File: config.mk
export PLATFORM = sky130hd
export DESIGN_NAME = acq_device_flat
export DESIGN_NICKNAME = d
export VERILOG_FILES = /design/src/acq_pkg.sv /design/src/acq_link_if.sv /design/src/acq_device.sv /design/src/flat_wrapper.sv
export SDC_FILE = /design/constraint.sdc
export NUM_CORES = 2
export LEC_CHECK = 0
export ABC_AREA = 1
export BUFFER_PORTS_ARGS = -buffer_cell sky130_fd_sc_hd__buf_2
export CORE_ASPECT_RATIO = 0.5
export CORE_MARGIN = 3
export CORE_UTILIZATION = 63
export DETAILED_ROUTE_END_ITERATION = 16
export PLACE_DENSITY = 0.79
export SLEW_MARGIN = 30
export SYNTH_ARGS = -nofsm -noshare
export SYNTH_HDL_FRONTEND = slang
export SYNTH_SLANG_ARGS = --single-unit
File: constraint.sdc
create_clock -name clk -period 4.2 [get_ports clk]
set_input_delay 0.21 -clock clk [delete_from_list [all_inputs] [get_ports clk]]
set_output_delay 0.21 -clock clk [all_outputs]
set_load 0.02 [all_outputs]
File: src/acq_pkg.sv
package acq_pkg;
  localparam int SAMPLE_W      = 24;
  localparam int WORD_W        = 32;
  localparam int HALF_W        = 16;
  localparam int PAD_W         = WORD_W - SAMPLE_W;
  localparam int MAX_CH        = 32;
  localparam int CH_W          = 6;
  localparam int SEL_W         = 5;
  localparam int DEC_W         = 5;
  localparam int DECIM_MAX     = 16;
  localparam int TICKS_PER_MOD = 4;
  localparam int ADDR_W        = 8;

  localparam logic [7:0] MOD_PER_FRAME_64  = 8'h40;
  localparam logic [7:0] MOD_PER_FRAME_128 = 8'h80;

  localparam logic [ADDR_W-1:0] CTRL_OFS   = 8'h00;
  localparam logic [ADDR_W-1:0] NUMCH_OFS  = 8'h04;
  localparam logic [ADDR_W-1:0] DECIM_OFS  = 8'h08;
  localparam logic [ADDR_W-1:0] CLKWD_OFS  = 8'h0C;
  localparam logic [ADDR_W-1:0] STATUS_OFS = 8'h10;
  localparam logic [ADDR_W-1:0] DATA_OFS   = 8'h14;

  localparam int CTRL_ACQ    = 0;
  localparam int CTRL_EXTSRC = 1;
  localparam int CTRL_PACK   = 2;
  localparam int CTRL_RATIO  = 3;
  localparam int CTRL_MASTER = 4;
  localparam int CTRL_EXTCLK = 5;
  localparam int CTRL_FRST   = 6;
  localparam int CTRL_W      = 6;

  localparam int ST_BUFDATA = 0;
  localparam int ST_ACTIVE  = 1;
  localparam int ST_HALF    = 2;
  localparam int ST_EMPTY   = 3;

  localparam logic [CTRL_W-1:0] CTRL_RESET  = 6'h00;
  localparam logic [CH_W-1:0]   NUMCH_RESET = 6'h02;
  localparam logic [DEC_W-1:0]  DECIM_RESET = 5'h01;
  localparam logic [WORD_W-1:0] CLKWD_RESET = 32'h00000000;

  typedef enum logic [1:0] {
    G_IDLE  = 2'b00,
    G_LATCH = 2'b01,
    G_READ  = 2'b10
  } gather_t;

  typedef enum logic {
    O_ODD  = 1'b0,
    O_EVEN = 1'b1
  } outsel_t;

  function automatic logic [CH_W-1:0] evenChannels(input logic [WORD_W-1:0] v);
    if (v > WORD_W'(MAX_CH))
      return CH_W'(MAX_CH);
    return {v[CH_W-1:1], 1'b0};
  endfunction : evenChannels

  function automatic logic [DEC_W-1:0] decimFactor(input logic [WORD_W-1:0] v);
    if (v == '0)
      return DEC_W'(1);
    if (v > WORD_W'(DECIM_MAX))
      return DEC_W'(DECIM_MAX);
    return v[DEC_W-1:0];
  endfunction : decimFactor
endpackage : acq_pkg

File: src/acq_link_if.sv
interface acq_link_if;
  logic                          sampleTick;
  logic                          swAcquire;
  logic                          extSource;
  logic                          packWords;
  logic                          ratio128;
  logic                          fifoReset;
  logic [acq_pkg::CH_W-1:0]      numChan;
  logic [acq_pkg::DEC_W-1:0]     decim;
  logic                          wordValid;
  logic [acq_pkg::WORD_W-1:0]    wordData;
  logic                          wordReady;
  logic                          acqActive;
  logic                          halfFull;
  logic                          fifoEmpty;

  modport device (
    input  sampleTick, swAcquire, extSource, packWords, ratio128, fifoReset,
    input  numChan, decim, wordReady,
    output wordValid, wordData, acqActive, halfFull, fifoEmpty
  );

  modport host (
    output sampleTick, swAcquire, extSource, packWords, ratio128, fifoReset,
    output numChan, decim, wordReady,
    input  wordValid, wordData, acqActive, halfFull, fifoEmpty
  );
endinterface : acq_link_if

File: src/acq_device.sv
module acq_device #(
  parameter int DEPTH = 64
) (
  input  wire logic                          clk,
  input  wire logic                          rstn,
  acq_link_if.device                         link,
  output logic                               frameStrobe,
  output logic [acq_pkg::SEL_W-1:0]          chanSel,
  input  wire logic [acq_pkg::SAMPLE_W-1:0]  chanData,
  input  wire logic                          externalAcquireGate,
  input  wire logic                          fpTurnPin,
  output logic [acq_pkg::WORD_W-1:0]         fpData,
  output logic                               fpValid,
  output logic                               fpOe
);
  localparam int AW = $clog2(DEPTH);

  logic                          gateMeta;
  logic                          gateSync;
  logic                          gatePrev;
  logic                          turnMeta;
  logic                          turnSync;
  logic [1:0]                    quarterCnt;
  logic [7:0]                    modCnt;
  logic [7:0]                    modPerFrame;
  logic                          modEdge;
  logic                          frameEdge;
  logic                          extArmed;
  logic                          request;
  logic                          active;
  logic [acq_pkg::DEC_W-1:0]     decCnt;
  logic [acq_pkg::DEC_W-1:0]     decimN;
  logic [acq_pkg::CH_W-1:0]      numCh;
  logic                          roomOk;
  logic                          start;
  acq_pkg::gather_t              state;
  logic [acq_pkg::SAMPLE_W-1:0]  mem [2][DEPTH];
  logic [AW:0]                   wrPtr [2];
  logic [AW:0]                   rdPtr [2];
  logic [1:0]                    push;
  logic [1:0]                    pop;
  logic [1:0]                    nonEmpty;
  logic [acq_pkg::SAMPLE_W-1:0]  head [2];
  logic                          outValid;
  logic [acq_pkg::WORD_W-1:0]    outData;
  acq_pkg::outsel_t              outSel;
  logic                          load;
  logic                          next_outValid;
  logic [acq_pkg::WORD_W-1:0]    next_outData;
  acq_pkg::outsel_t              next_outSel;

  function automatic logic [AW:0] fill(input logic [AW:0] w, input logic [AW:0] r);
    return w - r;
  endfunction : fill

  always_ff @(posedge clk)
  begin
    gateMeta <= externalAcquireGate;
    gateSync <= gateMeta;
    gatePrev <= gateSync;
    turnMeta <= fpTurnPin;
    turnSync <= turnMeta;
  end

  // frame timing assumes sampleTick at 256x / 512x output rate
  assign modPerFrame = link.ratio128 ? acq_pkg::MOD_PER_FRAME_128 : acq_pkg::MOD_PER_FRAME_64;
  assign modEdge = link.sampleTick && (quarterCnt == 2'(acq_pkg::TICKS_PER_MOD - 1));
  // a count left past the end by a ratio change still closes the frame
  assign frameEdge = modEdge && (modCnt >= modPerFrame - 8'h01);

  always_ff @(posedge clk)
  begin
    if (!rstn)
      quarterCnt <= 2'h0;
    else if (link.sampleTick)
      quarterCnt <= quarterCnt + 2'h1;
  end

  always_ff @(posedge clk)
  begin
    if (!rstn)
      modCnt <= 8'h00;
    else if (frameEdge)
      modCnt <= 8'h00;
    else if (modEdge)
      modCnt <= modCnt + 8'h01;
  end

  // a rise is needed to arm, but a rise seen before extSource selects the gate still starts
  always_ff @(posedge clk)
  begin
    if (!rstn)
      extArmed <= 1'b0;
    else if (gateSync && !gatePrev)
      extArmed <= 1'b1;
    else if (!gateSync)
      extArmed <= 1'b0;
  end

  assign request = link.extSource ? extArmed : link.swAcquire;

  always_ff @(posedge clk)
  begin
    if (!rstn)
      active <= 1'b0;
    else if (frameEdge)
      active <= request;
  end

  assign decimN = acq_pkg::decimFactor(acq_pkg::WORD_W'(link.decim));

  always_ff @(posedge clk)
  begin
    if (!rstn)
      decCnt <= '0;
    else if (frameEdge)
    begin
      if (!request)
        decCnt <= '0;
      else if (decCnt >= decimN - acq_pkg::DEC_W'(1))
        decCnt <= '0;
      else
        decCnt <= decCnt + acq_pkg::DEC_W'(1);
    end
  end

  assign numCh = acq_pkg::evenChannels(acq_pkg::WORD_W'(link.numChan));
  // whole frame or nothing: a frame without room in both FIFOs is dropped
  assign roomOk = (int'(fill(wrPtr[0], rdPtr[0])) + int'(numCh >> 1) <= DEPTH)
               && (int'(fill(wrPtr[1], rdPtr[1])) + int'(numCh >> 1) <= DEPTH);
  assign start = frameEdge && request && (decCnt == '0) && (state == acq_pkg::G_IDLE)
              && (numCh != '0) && roomOk;

  always_ff @(posedge clk)
  begin
    if (!rstn || link.fifoReset)
    begin
      state       <= acq_pkg::G_IDLE;
      chanSel     <= '0;
      frameStrobe <= 1'b0;
    end
    else
    begin
      frameStrobe <= 1'b0;
      case (state)
        acq_pkg::G_IDLE:
        begin
          if (start)
          begin
            state       <= acq_pkg::G_LATCH;
            frameStrobe <= 1'b1; // one instant for every channel
            chanSel     <= '0; // channel one first
          end
        end
        acq_pkg::G_LATCH:
          state <= acq_pkg::G_READ;
        acq_pkg::G_READ:
        begin
          if (acq_pkg::CH_W'(chanSel) == numCh - acq_pkg::CH_W'(1))
            state <= acq_pkg::G_IDLE;
          else
            chanSel <= chanSel + acq_pkg::SEL_W'(1);
        end
        default:
          state <= acq_pkg::G_IDLE;
      endcase
    end
  end

  // channel one (index 0) is odd
  assign push[0] = (state == acq_pkg::G_READ) && !chanSel[0];
  assign push[1] = (state == acq_pkg::G_READ) && chanSel[0];

  always_ff @(posedge clk)
  begin
    for (int b = 0; b < 2; b++)
    begin
      if (push[b])
        mem[b][wrPtr[b][AW-1:0]] <= chanData;
    end
  end

  always_ff @(posedge clk)
  begin
    for (int b = 0; b < 2; b++)
    begin
      if (!rstn || link.fifoReset)
      begin
        wrPtr[b] <= '0;
        rdPtr[b] <= '0;
      end
      else
      begin
        if (push[b])
          wrPtr[b] <= wrPtr[b] + (AW+1)'(1);
        if (pop[b])
          rdPtr[b] <= rdPtr[b] + (AW+1)'(1);
      end
    end
  end

  always_comb
  begin
    for (int b = 0; b < 2; b++)
    begin
      nonEmpty[b] = (wrPtr[b] != rdPtr[b]);
      head[b]     = mem[b][rdPtr[b][AW-1:0]];
    end
  end

  assign load = !outValid || link.wordReady;

  always_comb
  begin
    next_outValid = outValid && !link.wordReady;
    next_outData  = outData;
    next_outSel   = outSel;
    pop           = 2'b00;
    if (load)
    begin
      if (link.packWords)
      begin
        if (nonEmpty[0] && nonEmpty[1])
        begin
          next_outData  = {head[0][acq_pkg::SAMPLE_W-1 -: acq_pkg::HALF_W],
                           head[1][acq_pkg::SAMPLE_W-1 -: acq_pkg::HALF_W]};
          next_outValid = 1'b1;
          pop           = 2'b11;
        end
      end
      else if (nonEmpty[outSel])
      begin
        next_outData  = {head[outSel], {acq_pkg::PAD_W{1'b0}}};
        next_outValid = 1'b1;
        pop[outSel]   = 1'b1;
        next_outSel   = (outSel == acq_pkg::O_ODD) ? acq_pkg::O_EVEN : acq_pkg::O_ODD;
      end
    end
  end

  always_ff @(posedge clk)
  begin
    if (!rstn || link.fifoReset)
    begin
      outValid <= 1'b0;
      outData  <= '0;
      outSel   <= acq_pkg::O_ODD;
    end
    else
    begin
      outValid <= next_outValid;
      outData  <= next_outData;
      outSel   <= next_outSel;
    end
  end

  assign link.wordValid = outValid;
  assign link.wordData  = outData;

  always_ff @(posedge clk)
  begin
    if (!rstn)
    begin
      link.acqActive <= 1'b0;
      link.halfFull  <= 1'b0;
      link.fifoEmpty <= 1'b1;
    end
    else
    begin
      link.acqActive <= active;
      link.halfFull  <= int'(fill(wrPtr[0], rdPtr[0])) >= DEPTH / 2;
      link.fifoEmpty <= !nonEmpty[0] && !nonEmpty[1];
    end
  end

  // front panel always carries full format; words missed outside our turn
  always_ff @(posedge clk)
  begin
    if (!rstn)
    begin
      fpData  <= '0;
      fpValid <= 1'b0;
      fpOe    <= 1'b0;
    end
    else
    begin
      fpOe    <= turnSync;
      fpValid <= (state == acq_pkg::G_READ) && turnSync;
      if (state == acq_pkg::G_READ)
        fpData <= {chanData, {acq_pkg::PAD_W{1'b0}}};
    end
  end
endmodule : acq_device

File: src/flat_wrapper.sv
// flat-port wrapper written by rule: the top's interface ports become plain ports
module acq_device_flat 
#(
  parameter int DEPTH = 64
)
  (clk, rstn, frameStrobe, chanSel, chanData, externalAcquireGate, fpTurnPin, fpData, fpValid, fpOe, link_sampleTick, link_swAcquire, link_extSource, link_packWords, link_ratio128, link_fifoReset, link_numChan, link_decim, link_wordReady, link_wordValid, link_wordData, link_acqActive, link_halfFull, link_fifoEmpty);
  acq_link_if link_i ();
  input  wire logic clk;
  input  wire logic rstn;
  output logic frameStrobe;
  output logic [acq_pkg::SEL_W-1:0] chanSel;
  input  wire logic [acq_pkg::SAMPLE_W-1:0] chanData;
  input  wire logic externalAcquireGate;
  input  wire logic fpTurnPin;
  output logic [acq_pkg::WORD_W-1:0] fpData;
  output logic fpValid;
  output logic fpOe;
  input wire logic [$bits(link_i.sampleTick)-1:0] link_sampleTick;
  input wire logic [$bits(link_i.swAcquire)-1:0] link_swAcquire;
  input wire logic [$bits(link_i.extSource)-1:0] link_extSource;
  input wire logic [$bits(link_i.packWords)-1:0] link_packWords;
  input wire logic [$bits(link_i.ratio128)-1:0] link_ratio128;
  input wire logic [$bits(link_i.fifoReset)-1:0] link_fifoReset;
  input wire logic [$bits(link_i.numChan)-1:0] link_numChan;
  input wire logic [$bits(link_i.decim)-1:0] link_decim;
  input wire logic [$bits(link_i.wordReady)-1:0] link_wordReady;
  output wire logic [$bits(link_i.wordValid)-1:0] link_wordValid;
  output wire logic [$bits(link_i.wordData)-1:0] link_wordData;
  output wire logic [$bits(link_i.acqActive)-1:0] link_acqActive;
  output wire logic [$bits(link_i.halfFull)-1:0] link_halfFull;
  output wire logic [$bits(link_i.fifoEmpty)-1:0] link_fifoEmpty;
  assign link_i.sampleTick = link_sampleTick;
  assign link_i.swAcquire = link_swAcquire;
  assign link_i.extSource = link_extSource;
  assign link_i.packWords = link_packWords;
  assign link_i.ratio128 = link_ratio128;
  assign link_i.fifoReset = link_fifoReset;
  assign link_i.numChan = link_numChan;
  assign link_i.decim = link_decim;
  assign link_i.wordReady = link_wordReady;
  assign link_wordValid = link_i.wordValid;
  assign link_wordData = link_i.wordData;
  assign link_acqActive = link_i.acqActive;
  assign link_halfFull = link_i.halfFull;
  assign link_fifoEmpty = link_i.fifoEmpty;
  acq_device #(.DEPTH(DEPTH)) u_core (.clk(clk), .rstn(rstn), .link(link_i), .frameStrobe(frameStrobe), .chanSel(chanSel), .chanData(chanData), .externalAcquireGate(externalAcquireGate), .fpTurnPin(fpTurnPin), .fpData(fpData), .fpValid(fpValid), .fpOe(fpOe));
endmodule
# Yosys cells after proc, flatten, opt, wreduce, memory -nomap -nowiden
# Memories as Yosys holds them, arrays and structs flattened.
# Index checks and enable logic that the tools add are counted.
[totals]
ff_bits = 93
ram_bits = 3100
output_inout_bits = 76
word_cells = 194
mem_count = 3
[mem_list]
columns = ["name", "words", "width", "read_ports", "rd_clocked_by_memory_dff", "write_ports", "line", "source"]
rows = [
  ["u_core.mem", 2, 1536, 2, 0, 1, "acq_device.sv:37", "logic [acq_pkg::SAMPLE_W-1:0] mem [2][DEPTH];"],
  ["u_core.rdPtr", 2, 7, 2, 0, 2, "acq_device.sv:39", "logic [AW:0] rdPtr [2];"],
  ["u_core.wrPtr", 2, 7, 2, 0, 2, "acq_device.sv:38", "logic [AW:0] wrPtr [2];"],
]
[classes]
n_addsub = 15
magnitude_cmp = 16
eq_ne = 11
n_mux = 75
bitwise = 12
reduce_logical = 40
[ops]
columns = ["operator", "count"]
rows = [
  ["2-to-1 mux 1536 bit", 4],
  ["OR reduction 1536 bit", 1],
  ["binary-select mux 24 bit (select 6 bit)", 2],
  ["demux 24 bit (select 6 bit)", 2],
  ["2-to-1 mux 24 bit", 9],
  ["2-to-1 mux 32 bit", 3],
  ["less-or-equal comparator 32 x 8 -> 1 bit (second input constant)", 2],
  ["2-to-1 mux 5 bit", 8],
  ["2-to-1 mux 1 bit", 31],
  ["adder 7 x 1 -> 7 bit (second input constant)", 4],
  [">= comparator 7 bit (second input constant)", 4],
  ["2-to-1 mux 7 bit", 4],
  ["NOT 6 -> 7 bit", 4],
  ["logical AND 1 bit", 18],
  ["adder 7 x 5 -> 8 bit", 2],
  ["less-than comparator 7 x 1 -> 1 bit (second input constant)", 2],
  ["!= test 7 bit", 2],
  ["subtractor 7 bit", 2],
  ["2-to-1 mux 2 bit", 6],
  ["2-to-1 mux 6 bit", 2],
  ["adder 5 x 1 -> 5 bit (second input constant)", 2],
  ["zero test 5 bit", 2],
  ["one-hot mux 5 bit (2 select lines)", 1],
  ["AND reduction 3 bit", 3],
  ["31 further kinds", 49],
]

# Longest topological paths before layout
[logic_depth]
depth_word = 11
ltp_mapped = 24

# Worst setup path before layout
# No wires, ideal clock.
[synth_timing]
path_type = "register to register"
start = "memory u_core.rdPtr[1][2] (netlist bit)"
end = "register u_core.chanSel[0] (netlist bit)"
arrival_ps = 3113
setup_slack_ps = 972
path_stages_with_launch = 22
path_cell_list = "edfxtp_1 -> inv_2 -> clkbuf_1 -> buf_2 -> ha_1 -> nand2_1 -> nand2_1 -> a31oi_1 -> xor2_1 -> inv_1 -> ha_1 -> nand2_1 -> nor2_1 -> a211oi_1 -> nand2_1 -> nand2_1 -> o21ai_0 -> nor2_1 -> nand3_2 -> buf_6 -> a21oi_1 -> nor2_1"
[synth_lines]
columns = ["item", "line", "source"]
rows = [
  ["from (decl)", "acq_device.sv:39", ""],
  ["to (signal assigned)", "acq_device.sv:162", "chanSel <= chanSel + acq_pkg::SEL_W'(1);"],
  ["to (decl)", "acq_device.sv:8", "output logic [acq_pkg::SEL_W-1:0] chanSel,"],
]

==> impl_metrics.env <==
export IMPL_cts_tree="yes"
export IMPL_maxCapViolCount=0
export IMPL_fmax_ghz=0.264
export IMPL_power_density_nw_per_um2=478
export IMPL_ctsHtreeMaxLevel=5
export IMPL_core_area_sq_um=199000
export IMPL_area_delta_synth_final_pct=10.3
export IMPL_slew_viol_final=0
export IMPL_antenna_found_initial=14
export IMPL_post_route_min_period_ns=3.78
export IMPL_cp_common_cell="o21ai_0"
export IMPL_yosys_area_share_xor_xnor_pct=0.179
export IMPL_rows=115
export IMPL_synth_simple_area_share_pct=8.41
export IMPL_synth_largest_area_cell="edfxtp_1"
export IMPL_dp_hpwl_um=198000
export IMPL_die_w_um=642
export IMPL_io_pins=122
export IMPL_cp_end_kind="flop"
export IMPL_syn_area_sq_um=127000
export IMPL_crit_slowest_cell="o21ai_0"
export IMPL_avgSynthCellArea_sq_um=13.0
export IMPL_fin_crit_sh_pct=90.1
export IMPL_intPower_mw=50.0
export IMPL_drive_gt1_share_pct=9.83
export IMPL_synthTopCellsByCount="3,100 x edfxtp_1, 2,006 x nor2_1, 1,776 x o21ai_0"
export IMPL_synth_seq_area_share_pct=74.5
export IMPL_min_path_type="primary input to flop"
export IMPL_setup_viol=0
export IMPL_layout_setup_ws_ns=0.416
export IMPL_r2r_slack_ns=0.42
export IMPL_relSlewSlack_pct=27.3
export IMPL_holdPathEnd="u_core.mem[0][2713]"
export IMPL_synth_top_family_by_area="compound AO/OA/AOI/OAI gates"
export IMPL_path_cells="buf_12 > inv_8 > buf_12 > buf_4 > o21ai_0 > o22ai_1 > o21ai_0 > a21oi_1 > o21ai_0 > nand3_1 > o211ai_1 > nand2_1 > nor2_1 > nor2_1"
export IMPL_critical_path_max_stage_delay_ns=0.52
export IMPL_drc=0
export IMPL_first_pass_iters=9
export IMPL_p_switching_mw=17.2
export IMPL_grt_max_degree=199
export IMPL_drtIter0Drc=15905
export IMPL_pwr_share_seq_pct=52.1
export IMPL_async_flop_share_pct=0
export IMPL_pwr_share_comb_pct=11.9
export IMPL_path_max_fanout=102
export IMPL_worstPathArrival_ns=4.53
export IMPL_crit_type="flop to flop"
export IMPL_grt_first_pass_wirelength_um=530000
export IMPL_worst_pin_slew_ns=1.08
export IMPL_reg2reg_depth=14
export IMPL_status="completed"
export IMPL_cp_required_ns=4.94
export IMPL_start_util_pct=64.1
export IMPL_synthTopCellsByArea="edfxtp_1 73%, o21ai_0 7.0%, nor2_1 5.9%, o22ai_1 2.8%, o221ai_1 1.6%"
export IMPL_path_clk_slew_ns=0.08
export IMPL_fin_tns_setup_ns=0
export IMPL_critPathLaunchType="flop"
export IMPL_clkPwrFrac_pct=36.0
export IMPL_synthMuxAreaShare_pct=0.0167
export IMPL_grt_overflow=0
export IMPL_worstReg2RegEnd="u_core.link.wordData[9]"
export IMPL_clkLatencyLatePin_ns=0.86
export IMPL_regToRegStartpoint="u_core.rdPtr[0][0]"
export IMPL_ys_warn_count=0
export IMPL_synthAdderAreaFrac_pct=0.430
export IMPL_synth_top_cell_area_share_pct=73.1
export IMPL_dp_slack_ns=0.631
export IMPL_yosysMostFrequentCell="edfxtp_1"
export IMPL_route_vias_total=87604
export IMPL_avgRoutedWirePerCell_um=28.9
export IMPL_synth_flop_cell="edfxtp_1"
export IMPL_ir_drop_v=0.000310
export IMPL_fin_skew_ns=0.0551
export IMPL_via_per_inst=6.87
export IMPL_num_nets_final=9953
export IMPL_hold_depth=1
export IMPL_io_buffers=113
export IMPL_clock_sinks=3193
export IMPL_syn_inst=9778
export IMPL_p_leak_nw=46.0
export IMPL_place_congestion=0.951
export IMPL_wirelength_um=368000
export IMPL_die_area_sq_um=208000
export IMPL_root_buffer="clkbuf_16"
export IMPL_ys_ff_latch=3193
export IMPL_clk_path_buf_depth=4
export IMPL_numCtsBuffers=270
export IMPL_grt_pass1_vias=82523
export IMPL_synth_compound_area_share_pct=13.3
export IMPL_ys_types=53
export IMPL_hold_viol=0
export IMPL_hp_start="chanData[1]"
export IMPL_swShare_pct=25.5
export IMPL_ant_nets=0
export IMPL_rsz0062_at_grt="no"
export IMPL_die_y_um=324
export IMPL_grt_util_all_layers_pct=34.4
export IMPL_synth_edf_count=3100
==> metal layers <==
layer / track usage [%] / vias to the layer above / routed length [um] / part of all wire (%)
met3: 10.7 / 1108 / 61200 / 17
met2: 51.5 / 7343 / 163000 / 44
met5: 0 / - / 80 / 0.022
li1: - / 36635 / - / -
met4: 14.5 / 12 / 17200 / 4.7
met1: 47.5 / 42506 / 127000 / 35
==> worst max-delay path, delay by kind of cell (launching register included) <==
kind | cells | cell delay (ns)
compound gates | 6 | 1.42
buf+inv | 4 | 1.15
simple gates | 4 | 0.67
flops | 1 | 0.41
==> layout make-up <==
type / count / area, sq um
Clock inverter: 108 / 788
Multi-Input combinational cell: 5739 / 28800
Timing Repair Buffer: 511 / 4650
Antenna cell: 5 / 12.5
Tap cell: 2691 / 3370
Fill cell: 12255 / 58200
Clock buffer: 354 / 7400
Sequential cell: 3193 / 95000
Inverter: 150 / 613
==> cell usage in the layout (no fill, tap or decap), types with 65 or more instances in the layout <==
master and count:
nor2_2 133, a21oi_1 105, clkbuf_1 66, o211ai_1 138
dfxtp_1 93, buf_4 307, o21ai_0 1776, nand3_1 187
nor2_1 1876, edfxtp_1 3100, nand2_1 417, inv_1 138
buf_2 89, o22ai_1 574, clkbuf_16 283, o221ai_1 228
o21ai_1 65, buf_12 74
==> flip-flops by register name (all words and copies together) (netlist names), 2 cells and up <==
name                  flops
u_core.mem             3072
u_core.fpData            24
u_core.rdPtr             14
u_core.decCnt             5
u_core.link.wordData     32
u_core.modCnt             8
u_core.quarterCnt         2
u_core.state              2
u_core.chanSel            5
u_core.wrPtr             14
==> how the worst max path moves through the flow <==
stage	slack [ns]	endpoint	start	cells after the start
floorplan	0.97	u_core.chanSel[0]	u_core.rdPtr[1][2]	21
global placement	0.64	u_core.chanSel[0]	u_core.rdPtr[1][1]	18
detailed placement	0.63	u_core.chanSel[0]	u_core.rdPtr[1][1]	18
CTS	0.62	u_core.chanSel[0]	u_core.rdPtr[1][1]	18
global route	0.23	u_core.chanSel[0]	u_core.rdPtr[1][1]	18
finish	0.42	u_core.link.wordData[9]	u_core.rdPtr[0][0]	14
==> what timing repair did <==
item	4_1_cts	5_1_grt
endpoints found under the hold margin	482	434
resized for setup	0	0
hold buffers	27	7
buffers inserted	0	0
==> power by group through the flow <==
stage | Sequential, mW | Clock (mW) | Combinational [mW]
2_1_floorplan | 35.7 | 0 | 4.47
3_3_place_gp | 35.7 | 0 | 7.34
3_5_place_dp | 35.7 | 0 | 7.55
4_1_cts | 35.0 | 24.2 | 7.65
5_1_grt | 35.0 | 25.4 | 8.44
6_report | 35.0 | 24.2 | 7.98
==> stage by stage <==
stage | instance area (sq um) | hold WS [ns] | power, mW | util, % | cells
global placement | 132000 | 0.314 | 43.1 | 66.4 | 12249
CTS | 140000 | 0.0112 | 66.8 | 70.7 | 12738
floorplan | 127000 | 0.238 | 40.2 | - | 9785
global route | 141000 | 0.0640 | 68.9 | 70.7 | 12746
detailed placement | 132000 | 0.314 | 43.3 | 66.4 | 12249
finish | 141000 | 0.0683 | 67.2 | 70.7 | 12751
==> kinds of logic after synthesis <==
logic type / count (synthesis)
compound gates: 2950
xor+xnor: 26
fa+ha+maj: 42
buf+inv: 853
flops: 3193
mux: 2
other cells: 1
simple gates: 2711
Note: power is estimated with default switching activity, not from simulation.
